File: src/sw_fault_regs.svh
// register offsets, field positions, reset values and timing counts of the switch status block
`ifndef SW_FAULT_REGS_SVH
`define SW_FAULT_REGS_SVH

// command address codes (bits 31:25 of a frame)
`define ADDR_SW_STATUS    7'h1F
`define ADDR_FAULT_STATUS 7'h21
`define ADDR_FRAME_CHECK  7'h00
`define ADDR_WET_CFG      7'h02
`define ADDR_MAX          7'h24

// frame layout
`define FRAME_BITS        6'd32
`define BIT_FAULT_SUM     23
`define BIT_INT_FLAG      22
`define SW_MSB            21

// fault flag positions
`define FLG_SPI_ERR       10
`define FLG_HASH          9
`define FLG_UV            7
`define FLG_OV            6
`define FLG_TWARN         5
`define FLG_OT            4
`define FLG_INT_WAKE      3
`define FLG_PIN_WAKE      2
`define FLG_SPI_WAKE      1
`define FLG_POR           0
`define FLG_MASK          24'h0006FF

// reset values
`define FLAGS_RST         24'h000001
`define INT_FLAG_RST      1'b1

// timing
`define CLK_HZ            25000000
`define INT_RELEASE_NS    1000000

`endif

File: src/sw_fault_pkg.sv
// types shared by the switch status and fault reporting block
package sw_fault_pkg;

    // everything sampled from outside the clock domain
    typedef struct packed {
        logic        sclk;
        logic        cs_n;
        logic        mosi;
        logic [21:0] sw;
        logic        uv;
        logic        ov;
        logic        twarn;
        logic        ot;
        logic        hash;
        logic        wet;
        logic        int_wake;
        logic        pin_wake;
        logic        spi_wake;
        logic        por;
        logic        lpm_exit;
        logic [5:0]  amux;
    } pins_t;

    // whole state of the block
    typedef struct packed {
        pins_t       s1;
        pins_t       s2;
        pins_t       s3;
        logic [31:0] rx;
        logic [31:0] tx;
        logic [5:0]  bitcnt;
        logic        pend_ok;
        logic [7:0]  pend;
        logic [23:0] flags;
        logic        int_flag;
        logic        lpm_wake;
        logic        int_n;
        logic [15:0] timer;
        logic        miso;
        logic        miso_oe;
    } state_t;

endpackage

File: src/switch_fault_report.sv
// switch status and fault flag reporting over a 32-bit serial link
//
// Function
// - status command returns switches next frame
// - closed switch reads one, open zero
// - status frame layout with echo code
// - fault summary ORs all fault bits
// - switch change or new fault sets flag
// - reset sets fault summary and interrupt
// - frame returning interrupt flag clears it
// - persisting condition raises no new interrupt
// - fault read clears flags and summary
// - present condition sets flag again immediately
// - top bits in all frames but two
// - select falls, then 32 clocks shift
// - interrupt pin released 1 ms after select
// - fault read answers in next frame
// - malformed frame sets error bit 10
// - hash mismatch sets bit 9
// - supply under and over voltage latch
// - temperature warning and over-temperature latch
// - wake sources recorded, clear on read
// - battery power-on flag bit 0
// - fault register interrupt copy clears
// - first frame after wake flags high
// - analog selected input reads zero
`include "sw_fault_regs.svh"

// timing overview
// - every pin passes two flops; the third stage only serves edge detection
// - a frame starts two to three clocks after the select pin falls
// - the response is latched whole at frame start, so inputs that move
//   during the frame show up only in the next one
// - the command byte is decoded when select rises, and it chooses
//   what the following frame returns
// - link clock half period must be three clocks or more, because
//   edges are found by sampling, not by clocking on the link clock
// limitation: a frame cut short still ends cleanly at select rise,
//   but is counted as malformed and sets the serial error flag

module switch_fault_report
    import sw_fault_pkg::*;
#(
    parameter int INT_RELEASE_CYC = `INT_RELEASE_NS / (1000000000 / `CLK_HZ)
) (
    // clock and reset
    input  wire logic        clk_i,
    input  wire logic        rst_i,
    // serial link
    input  wire logic        sclk_i,
    input  wire logic        cs_n_i,
    input  wire logic        mosi_i,
    output logic             miso_o,
    output logic             miso_oe_o,
    output logic             int_n_o,
    // switch inputs
    input  wire logic [13:0] ground_switch_inputs_i,
    input  wire logic [7:0]  programmable_switch_inputs_i,
    // fault conditions
    input  wire logic        undervoltage_flag_i,
    input  wire logic        overvoltage_flag_i,
    input  wire logic        temp_warning_i,
    input  wire logic        overtemp_flag_i,
    input  wire logic        hash_mismatch_i,
    input  wire logic        wetting_fault_i,
    input  wire logic        battery_supply_por_i,
    // wake sources and low power
    input  wire logic        int_pin_wake_i,
    input  wire logic        wake_pin_wake_i,
    input  wire logic        spi_wake_i,
    input  wire logic        low_power_state_exit_i,
    // analog multiplexer channel
    input  wire logic [5:0]  amux_select_i
);

    ////////////////////////////////////////////////////////////////////////////
    // helpers

    // level fault conditions of one sample, placed at their flag bits
    function automatic logic [23:0] level_conds(input pins_t p);
        logic [23:0] c;
        c = 24'h000000;
        c[`FLG_HASH]  = p.hash;
        c[`FLG_UV]    = p.uv;
        c[`FLG_OV]    = p.ov;
        c[`FLG_TWARN] = p.twarn;
        c[`FLG_OT]    = p.ot;
        c[`FLG_POR]   = p.por;
        return c;
    endfunction

    // switch bits with the analog channel forced open
    function automatic logic [21:0] mask_amux(input logic [21:0] sw, input logic [5:0] sel);
        logic [21:0] m;
        m = sw;
        if (sel != 6'h00 && sel <= 6'h16) begin
            m[5'(sel - 6'h01)] = 1'b0;
        end
        return m;
    endfunction

    ////////////////////////////////////////////////////////////////////////////
    // state
    //
    // r holds every flop of the block; n is its next value.
    // keeping one struct makes the reset and register step trivial,
    // at the cost of a wide always_comb that must assign with care.
    // the helper signals below are plain combinational wires.

    state_t      r;
    state_t      n;
    pins_t       pins;
    logic        cs_fall;
    logic        cs_rise;
    logic        sck_rise;
    logic        sck_fall;
    logic        bad_frame;
    logic        fault_sum;
    logic        inf;
    logic        int_clr;
    logic        flt_evt;
    logic        sw_evt;
    logic [23:0] cond;
    logic [23:0] clr;
    logic [21:0] sw_now;
    logic [31:0] resp;

    // raw pins, all from outside the clock domain
    always_comb begin
        pins.sclk     = sclk_i;
        pins.cs_n     = cs_n_i;
        pins.mosi     = mosi_i;
        pins.sw       = {programmable_switch_inputs_i, ground_switch_inputs_i};
        pins.uv       = undervoltage_flag_i;
        pins.ov       = overvoltage_flag_i;
        pins.twarn    = temp_warning_i;
        pins.ot       = overtemp_flag_i;
        pins.hash     = hash_mismatch_i;
        pins.wet      = wetting_fault_i;
        pins.int_wake = int_pin_wake_i;
        pins.pin_wake = wake_pin_wake_i;
        pins.spi_wake = spi_wake_i;
        pins.por      = battery_supply_por_i;
        pins.lpm_exit = low_power_state_exit_i;
        pins.amux     = amux_select_i;
    end

    ////////////////////////////////////////////////////////////////////////////
    // next state

    always_comb begin
        n = r;
        // s1 feeds only s2; s3 keeps the last synced value for edge detection
        n.s1 = pins;
        n.s2 = r.s1;
        n.s3 = r.s2;

        cs_fall  = r.s3.cs_n & ~r.s2.cs_n;
        cs_rise  = ~r.s3.cs_n & r.s2.cs_n;
        sck_rise = ~r.s3.sclk & r.s2.sclk & ~r.s2.cs_n;
        sck_fall = r.s3.sclk & ~r.s2.sclk & ~r.s2.cs_n;

        // wrong clock count or an address outside the map
        bad_frame = (r.bitcnt != `FRAME_BITS) || (r.rx[31:25] > `ADDR_MAX);

        // flags set from conditions; a level still present keeps its flag set
        cond = level_conds(r.s2);
        cond[`FLG_SPI_ERR]  = cs_rise & bad_frame;
        cond[`FLG_INT_WAKE] = r.s2.int_wake & ~r.s3.int_wake;
        cond[`FLG_PIN_WAKE] = r.s2.pin_wake & ~r.s3.pin_wake;
        cond[`FLG_SPI_WAKE] = r.s2.spi_wake & ~r.s3.spi_wake;

        // interrupts come from onsets only, so a lasting fault cannot re-fire
        flt_evt = |(level_conds(r.s2) & ~level_conds(r.s3))
                | cond[`FLG_SPI_ERR] | cond[`FLG_INT_WAKE]
                | cond[`FLG_PIN_WAKE] | cond[`FLG_SPI_WAKE]
                | (r.s2.wet & ~r.s3.wet);
        sw_evt  = |(r.s2.sw ^ r.s3.sw);

        fault_sum = (|(r.flags & `FLG_MASK)) | r.s2.wet | r.lpm_wake;
        inf       = r.int_flag | r.lpm_wake;
        sw_now    = mask_amux(r.s2.sw, r.s2.amux);

        // response chosen by the previous command if that frame was good, else the default answer
        clr     = 24'h000000;
        int_clr = 1'b0;
        resp    = 32'h00000000;
        if (r.pend_ok) begin
            resp[31:24] = r.pend;
            case (r.pend[7:1])
                `ADDR_SW_STATUS: begin
                    resp[`SW_MSB:0] = sw_now;
                    resp[`BIT_FAULT_SUM] = fault_sum;
                    resp[`BIT_INT_FLAG]  = inf;
                    int_clr = 1'b1;
                end
                `ADDR_FAULT_STATUS: begin
                    resp[`SW_MSB:0] = r.flags[`SW_MSB:0] & 22'(`FLG_MASK);
                    resp[`BIT_FAULT_SUM] = fault_sum;
                    resp[`BIT_INT_FLAG]  = inf;
                    int_clr = 1'b1;
                    clr = `FLG_MASK;
                end
                // these two own the top bits for configuration
                `ADDR_FRAME_CHECK, `ADDR_WET_CFG: begin
                    resp[`BIT_FAULT_SUM] = 1'b0;
                end
                default: begin
                    resp[`BIT_FAULT_SUM] = fault_sum;
                    resp[`BIT_INT_FLAG]  = inf;
                    int_clr = 1'b1;
                end
            endcase
        end else begin
            resp[`BIT_FAULT_SUM] = fault_sum;
            resp[`BIT_INT_FLAG]  = inf;
            int_clr = 1'b1;
        end

        // frame handling: capture at select fall, shift msb first
        if (cs_fall) begin
            n.tx      = resp;
            n.miso    = resp[31];
            n.miso_oe = 1'b1;
            n.bitcnt  = 6'h00;
            n.lpm_wake = 1'b0;
        end else begin
            clr     = 24'h000000;
            int_clr = 1'b0;
        end
        if (sck_rise) begin
            n.rx = {r.rx[30:0], r.s2.mosi};
            if (r.bitcnt != 6'h3F) begin
                n.bitcnt = r.bitcnt + 6'h01;
            end
        end
        if (sck_fall) begin
            n.tx   = {r.tx[30:0], 1'b0};
            n.miso = r.tx[30];
        end
        if (cs_rise) begin
            n.miso_oe = 1'b0;
            n.pend_ok = ~bad_frame;
            n.pend    = r.rx[31:24];
        end

        // set wins over the read clear
        n.flags    = (r.flags & ~clr) | cond;
        n.int_flag = (r.int_flag & ~int_clr) | sw_evt | flt_evt;
        if (r.s2.lpm_exit & ~r.s3.lpm_exit) begin
            n.lpm_wake = 1'b1;
        end

        // pin low on an event, released a fixed time after select falls
        // the timer reloads on every frame start while the pin is low,
        // so the host always gets the full release delay after its read;
        // a new event in the same cycle as the release keeps the pin low
        if (r.timer != 16'h0000) begin
            n.timer = r.timer - 16'h0001;
            if (r.timer == 16'h0001) begin
                n.int_n = 1'b1;
            end
        end
        if (cs_fall && !r.int_n) begin
            n.timer = 16'(INT_RELEASE_CYC);
        end
        if (sw_evt || flt_evt) begin
            n.int_n = 1'b0;
        end
    end

    ////////////////////////////////////////////////////////////////////////////
    // registers
    //
    // reset parks select high in the sync stages so that no false frame
    // start is seen on release; the power-on flag and interrupt flag
    // come up set, and the interrupt pin comes up asserted

    always_ff @(posedge clk_i) begin
        if (rst_i) begin
            r          <= '0;
            r.s1.cs_n  <= 1'b1;
            r.s2.cs_n  <= 1'b1;
            r.s3.cs_n  <= 1'b1;
            r.flags    <= `FLAGS_RST;
            r.int_flag <= `INT_FLAG_RST;
            r.int_n    <= 1'b0;
        end else begin
            r <= n;
        end
    end

    // outputs straight from flops
    assign miso_o    = r.miso;
    assign miso_oe_o = r.miso_oe;
    assign int_n_o   = r.int_n;

endmodule // switch_fault_report

File: config.mk
export PLATFORM = sky130hd
export DESIGN_NAME = switch_fault_report
export DESIGN_NICKNAME = d
export VERILOG_FILES = /design/src/sw_fault_pkg.sv /design/src/switch_fault_report.sv
export VERILOG_INCLUDE_DIRS = /design/src
export SDC_FILE = /design/constraint.sdc
export NUM_CORES = 1
export LEC_CHECK = 0
export ABC_AREA = 1
export BUFFER_PORTS_ARGS = -buffer_cell sky130_fd_sc_hd__buf_2
export CAP_MARGIN = 15
export CORE_MARGIN = 2
export CORE_UTILIZATION = 42
export CTS_CLUSTER_SIZE = 25
export DETAILED_ROUTE_END_ITERATION = 10
export GPL_ROUTABILITY_DRIVEN = 1
export PLACE_DENSITY_LB_ADDON = 0.12
export REMOVE_ABC_BUFFERS = 1
export SLEW_MARGIN = 20
export SYNTH_ARGS = -nofsm -noshare
export SYNTH_HDL_FRONTEND = slang
export SYNTH_SLANG_ARGS = --single-unit
File: constraint.sdc
create_clock -name clk_i -period 1.9 [get_ports clk_i]
set_clock_uncertainty 0.05 [all_clocks]
set_input_delay 0.19 -clock clk_i [delete_from_list [all_inputs] [get_ports clk_i]]
set_output_delay 0.19 -clock clk_i [all_outputs]
set_load 0.02 [all_outputs]
Word-level counts from Yosys, hierarchy flattened
Cells that the tools add are included.
{"block": "classes", "reduce_logical": 21, "mul": 0, "add_sub_neg": 3, "n_shift": 0, "bitwise": 42, "n_lt_le_gt_ge": 4, "mux": 25, "n_eq_ne": 6, "n_div": 0}
{"op": "22-bit two-way mux", "n": 2}
{"op": "22-bit case mux with 2 select lines", "n": 1}
{"op": "37-bit two-way mux", "n": 1}
{"op": "31-bit two-way mux", "n": 1}
{"op": "15-bit two-way mux", "n": 2}
{"op": "10-bit by 24-bit AND with 24-bit output", "n": 1}
{"op": "24-bit AND", "n": 1}
{"op": "24-bit two-way mux", "n": 1}
{"op": "10-bit NOT with 24-bit output", "n": 1}
{"op": "24-bit NOT", "n": 1}
{"op": "24-bit by 11-bit OR with 24-bit output", "n": 1}
{"op": "24-bit OR reduction", "n": 1}
{"op": "22-bit AND", "n": 1}
{"op": "11-bit two-way mux", "n": 2}
{"op": "22-bit NOT", "n": 1}
{"op": "22-bit OR reduction", "n": 1}
{"op": "22-bit bitwise XOR", "n": 1}
{"op": "16-bit by 1-bit == test with 1-bit output (second input constant)", "n": 1}
{"op": "16-bit nonzero test", "n": 1}
{"op": "16-bit by 1-bit subtractor with 16-bit output (second input constant)", "n": 1}
{"op": "1-bit AND", "n": 13}
{"op": "6-bit two-way mux", "n": 2}
{"op": "6-bit != test (second input constant)", "n": 2}
{"op": "1-bit NOT", "n": 11}
{"op": "other kinds (23)", "n": 50}
{"block": "word_totals", "mem_bits_rw": 0, "mem_count": 0, "reg_bits": 242, "in_bits": 44, "mem_bits_ro": 0, "latch_bits": 0}

Depth between registers and ports, before layout
{"block": "depth", "word_depth": 13, "ltp_mapped": 10, "mapped_depth_nobuf": 10}

Worst setup path after synthesis
No wires, ideal clock.
{"block": "synth_path", "kind": "register to register", "startpoint": "register r[2] (netlist name)", "endpoint": "register r[15] (netlist name)", "arrival_ps": 1303, "stages_incl_launch_ff": 11, "slack_ps": 416, "cell_sequence": "dfxtp_1 inv_1 ha_1 nand2_2 nor2_4 inv_2 nor2_2 inv_2 buf_6 nand3_1 a21oi_1"}
{"block": "synth_via", "elab_chain_cells": 3, "elab_cells_between_ends": 5, "classes_between": "add/sub (1); mux (2); reduce/logical (2)"}
{"item": "start: declaration", "line": "switch_fault_report.sv:110", "text": "state_t r;"}
{"item": "start signal: assignment", "line": "switch_fault_report.sv:289", "text": "r <= n;"}
{"item": "16-bit by 1-bit subtractor with 16-bit output", "line": "switch_fault_report.sv:259", "text": "n.timer = r.timer - 16'h0001;"}
{"item": "15-bit two-way mux", "line": "switch_fault_report.sv:258", "text": "if (r.timer != 16'h0000) begin"}
{"item": "15-bit two-way mux", "line": "switch_fault_report.sv:264", "text": "if (cs_fall && !r.int_n) begin"}
Several ways; a longest one is shown, not always the timed one. The select of a mux whose other input is x is not followed.
A chain may end at the register's enable or synchronous reset.

Worst setup path in the final report
{"block": "layout_path", "startpoint": "register r (netlist bit n[125])", "endpoint": "register r[69] (netlist name)"}
{"block": "layout_via", "elab_chain_cells": 12, "elab_cells_between_ends": 16, "classes_between": "add/sub (1); order compare (3); mux (7); bitwise (2); reduce/logical (3)"}
{"item": "5-bit by 1-bit subtractor with 5-bit output", "line": "switch_fault_report.sv:97", "text": "m[5'(sel - 6'h01)] = 1'b0;"}
{"item": "5-bit by 6-bit < comparator with 1-bit output (not written as such) / 5-bit by 1-bit greater-or-equal comparator with 1-bit output (equally long branches)", "line": "switch_fault_report.sv:97"}
{"item": "1-bit logical AND (not written as such)", "line": "switch_fault_report.sv:97"}
{"item": "1-bit two-way mux (not written as such)", "line": "switch_fault_report.sv:97"}
{"item": "1-bit demux with 5-bit select", "line": "switch_fault_report.sv:97"}
{"item": "22-bit NOT (no source line)"}
{"item": "22-bit AND (no source line)"}
{"item": "22-bit two-way mux *", "line": "switch_fault_report.sv:96", "text": "if (sel != 6'h00 && sel <= 6'h16) begin"}
{"item": "22-bit case mux with 2 select lines *", "line": "switch_fault_report.sv:190", "text": "case (r.pend[7:1])"}
{"item": "22-bit two-way mux *", "line": "switch_fault_report.sv:188", "text": "if (r.pend_ok) begin"}
{"item": "37-bit two-way mux *", "line": "switch_fault_report.sv:221", "text": "if (cs_fall) begin"}
{"item": "31-bit two-way mux *", "line": "switch_fault_report.sv:237", "text": "if (sck_fall) begin"}
Mark *: on every way between the ends. The rest lies on a longest branch, timed or not. The select of a mux whose other input is x is not followed.

==> metrics.md <==
| Metric | Value |
|---|---|
| Status | `finished, final reports clean` |
| Post-synth EDFFs | `0` |
| Peak VDD IR | `590.6 µV` |
| Mapped Cells | `1140` |
| Ys async rst share | `0%` |
| Final HPWL DP | `11500 µm` |
| Clock Path Buffers | `3` |
| Share of the synthesized area in the top cell type | `52.65%` |
| DRT iter0 DRCs | `366` |
| Worst path slowest cell | `dfxtp_1` |
| H-tree depth | `1` |
| Largest net degree at the start of global routing | `100` |
| Vias in the first global route | `6345` |
| Synth area leader | `dfxtp_1` |
| Remaining antenna violation count | `0` |
| Hold Vio Cnt, Final | `0` |
| Final setup fails | `0` |
| Top FF cell, synth | `dfxtp_1` |
| Synth top area cells | `dfxtp_1 53%, nor2_1 10%, inv_1 9.5%, nand2_1 5.5%, o21ai_0 3.7%` |
| Slew of the pin with the lowest slew margin | `0.6748 ns` |
| Worst path arrival time | `2.02 ns` |
| Die span in x | `147.7 µm` |
| Fmax | `593.0 MHz` |
| Max-slew headroom | `54.63%` |
| First-pass GRT wire length | `30580 µm` |
| CP top delay family | `simple AND/OR/NAND/NOR gates` |
| Number of placed I/O pins | `47` |
| TNS Setup | `0 ns` |
| WP buf/inv | `0` |
| Max-cap violations | `0` |
| GRT Util Overall | `16.78%` |
| Critical path, cell by cell | `nor2_4 > nand3_2 > nand4_1 > o21ai_0 > nand2_1 > nand2_1 > a21oi_1` |
| Avg Inst Size Synth | `7.605 µm²` |
| Cts bufs inserted | `25` |
| Crit path capture type | `flip-flop` |
| CTS tree | `built` |
| Synth warnings | `0` |
| Initial core utilization | `42.85%` |
| Final Max Slew Viols | `0` |
| WL final | `17930 µm` |
| Root buf cell | `clkbuf_16` |
| Synth cell types | `37` |
| Core area | `20230 µm²` |
| Post-layout util | `51.36%` |
| Most frequent CP cell | `nand2_1` |
| Clock Pin Slew Worst Setup and Hold Paths | `0.06 ns` |
| Tcrit/Tclk final | `88.76%` |
| Post-CTS resize count | `0` |
| # diodes | `0` |
| CP Class | `reg2reg` |
| Leak | `4.624 nW` |
| Avg WL per Cell | `11.86 µm` |
| Die Ht | `147.7 µm` |
| HP Class | `in2reg` |
| Layout cells sized above 1 | `10.23%` |
| Worst stage delay on the critical path | `0.45 ns` |
| Fin nets | `1275` |
| PortBufs | `46` |
| Die area | `21810 µm²` |
| Seq/Total Area, Yosys | `52.65%` |
| CP Max Fanout | `6` |
| Core Rows | `52` |
| Initial antenna violation count | `0` |
| Power per Cell Area | `1104 nW/µm²` |
| Post-synth top cells | `237 x nor2_1, 228 x dfxtp_1, 220 x inv_1` |
| Vias | `6866` |
| Mapped cell area | `8670 µm²` |
| Synthesis-to-finish area growth | `19.87%` |
| Unrepaired setup endpoints after global routing | `false` |
| Residual DRC | `0` |
| Drt first pass iters | `5` |
| Via density per instance | `4.541` |
| Grt ovf | `0` |
| Gpl congestion | `0.8218` |
| FF+latch count, synth | `228` |
| Min Clock Period, post-route | `1.686 ns` |
| Nature of the critical path startpoint | `flip-flop` |
| WP data required | `2.23 ns` |
| Clk_lat worst skew | `0.51 ns` |
| Clk sinks | `228` |
| Top-count cell post-synth | `nor2_1` |
[flip-flops by register name (all words and copies together), names as in the netlist]
signal and cells:
miso_oe_o 1, cond 6, n 78, miso_o 1, r 141, int_n_o 1
[metal layers]
metal	vias to the layer above	part of all wire (%)	track usage (%)
li1	3691	-	-
met2	122	42	26.23
met1	3028	52	24.36
met4	0	1.7	4.087
met5	-	0	0
met3	25	4.3	2.685
[logic make-up (layout without fill, tap and decap cells)]
kind of cell | count (synthesis) | in the layout | share of synthesized area (%)
AOI/OAI and AO/OA | 184 | 184 | 12.01
buffers and inverters | 266 | 368 | 11.94
adders and majority gates | 4 | 4 | 0.5773
and+or+nand+nor | 443 | 443 | 21.32
xor gates and xnor gates | 15 | 15 | 1.515
DFF | 228 | 228 | 52.65
[final cells by class]
type	count	area, µm²
Fill cell	1992	9842
Sequential cell	228	4564
Multi-Input combinational cell	646	3075
Inverter	226	848.3
Timing Repair Buffer	100	793.3
Clock buffer	34	679.4
Tap cell	270	337.8
Clock inverter	8	93.84
[timing repair]
item,4_1_cts,5_1_grt
hold buffers,42,0
endpoints found under the setup margin,0,1
setup buffers,0,1
endpoints found under the hold margin,42,0
[cell usage in the layout (no fill, tap or decap), drive strengths merged]
| master | count |
|---|---|
| buf | 58 |
| o211ai | 12 |
| a21oi | 51 |
| nand2 | 132 |
| nor4 | 4 |
| or2 | 8 |
| bufinv | 2 |
| clkbuf | 34 |
| o21ai | 71 |
| nand4 | 12 |
| dfxtp | 228 |
| dlygate4sd3 | 42 |
| xor2 | 8 |
| ha | 4 |
| o31ai | 2 |
| a31o | 5 |
| o21a | 1 |
| nor3b | 1 |
| nor2 | 245 |
| nand3 | 27 |
| o22ai | 31 |
| inv | 225 |
| o221ai | 3 |
| nor3 | 14 |
| a31oi | 6 |
| a22oi | 1 |
| xnor2 | 7 |
| clkinv | 7 |
| a32oi | 1 |
[power by group]
| part | leakage (nW) | internal [W] | switching, W | total [W] |
|---|---|---|---|---|
| registers | 1.86 | 0.00507 | 0.000212 | 0.00528 |
| logic | 2.38 | 0.000654 | 0.000959 | 0.00161 |
| clock network | 0.383 | 0.00276 | 0.00182 | 0.00458 |
[worst paths after layout]
path,startpoint,end,slack [ns],cells after the start
min reg2reg,n[199]$_SDFF_PP0_,n[157]$_SDFF_PP0_,0.35,2
max,n[125]$_SDFF_PP0_,r[69]$_SDFFE_PP0P_,0.21,7
max reg2reg,n[125]$_SDFF_PP0_,r[69]$_SDFFE_PP0P_,0.21,7
min,rst_i,n[195]$_SDFF_PP0_,0.16,3
[tightest hold or removal path: cells and delay by family]
| family | cells | cell delay (ns) |
|---|---|---|
| buffers and inverters | 2 | 0.34 |
| AND/OR/NAND/NOR | 1 | 0.13 |
[metrics by stage]
step | setup WS, ns | cell area (µm²) | hold WS, ns | std cells | power, W
after floorplan | -1.435 | 8483 | 0.2091 | 1100 | 0.006523
after global placement | 0.1673 | 9179 | 0.3391 | 1427 | 0.006938
after detailed placement | 0.1469 | 9179 | 0.3315 | 1427 | 0.006939
after CTS | 0.1383 | 10370 | 0.1571 | 1511 | 0.01163
after global routing | 0.01371 | 10390 | 0.1824 | 1512 | 0.01212
final | 0.2136 | 10390 | 0.1558 | 1512 | 0.01147
No activity file was read; power rests on OpenSTA's default activity.
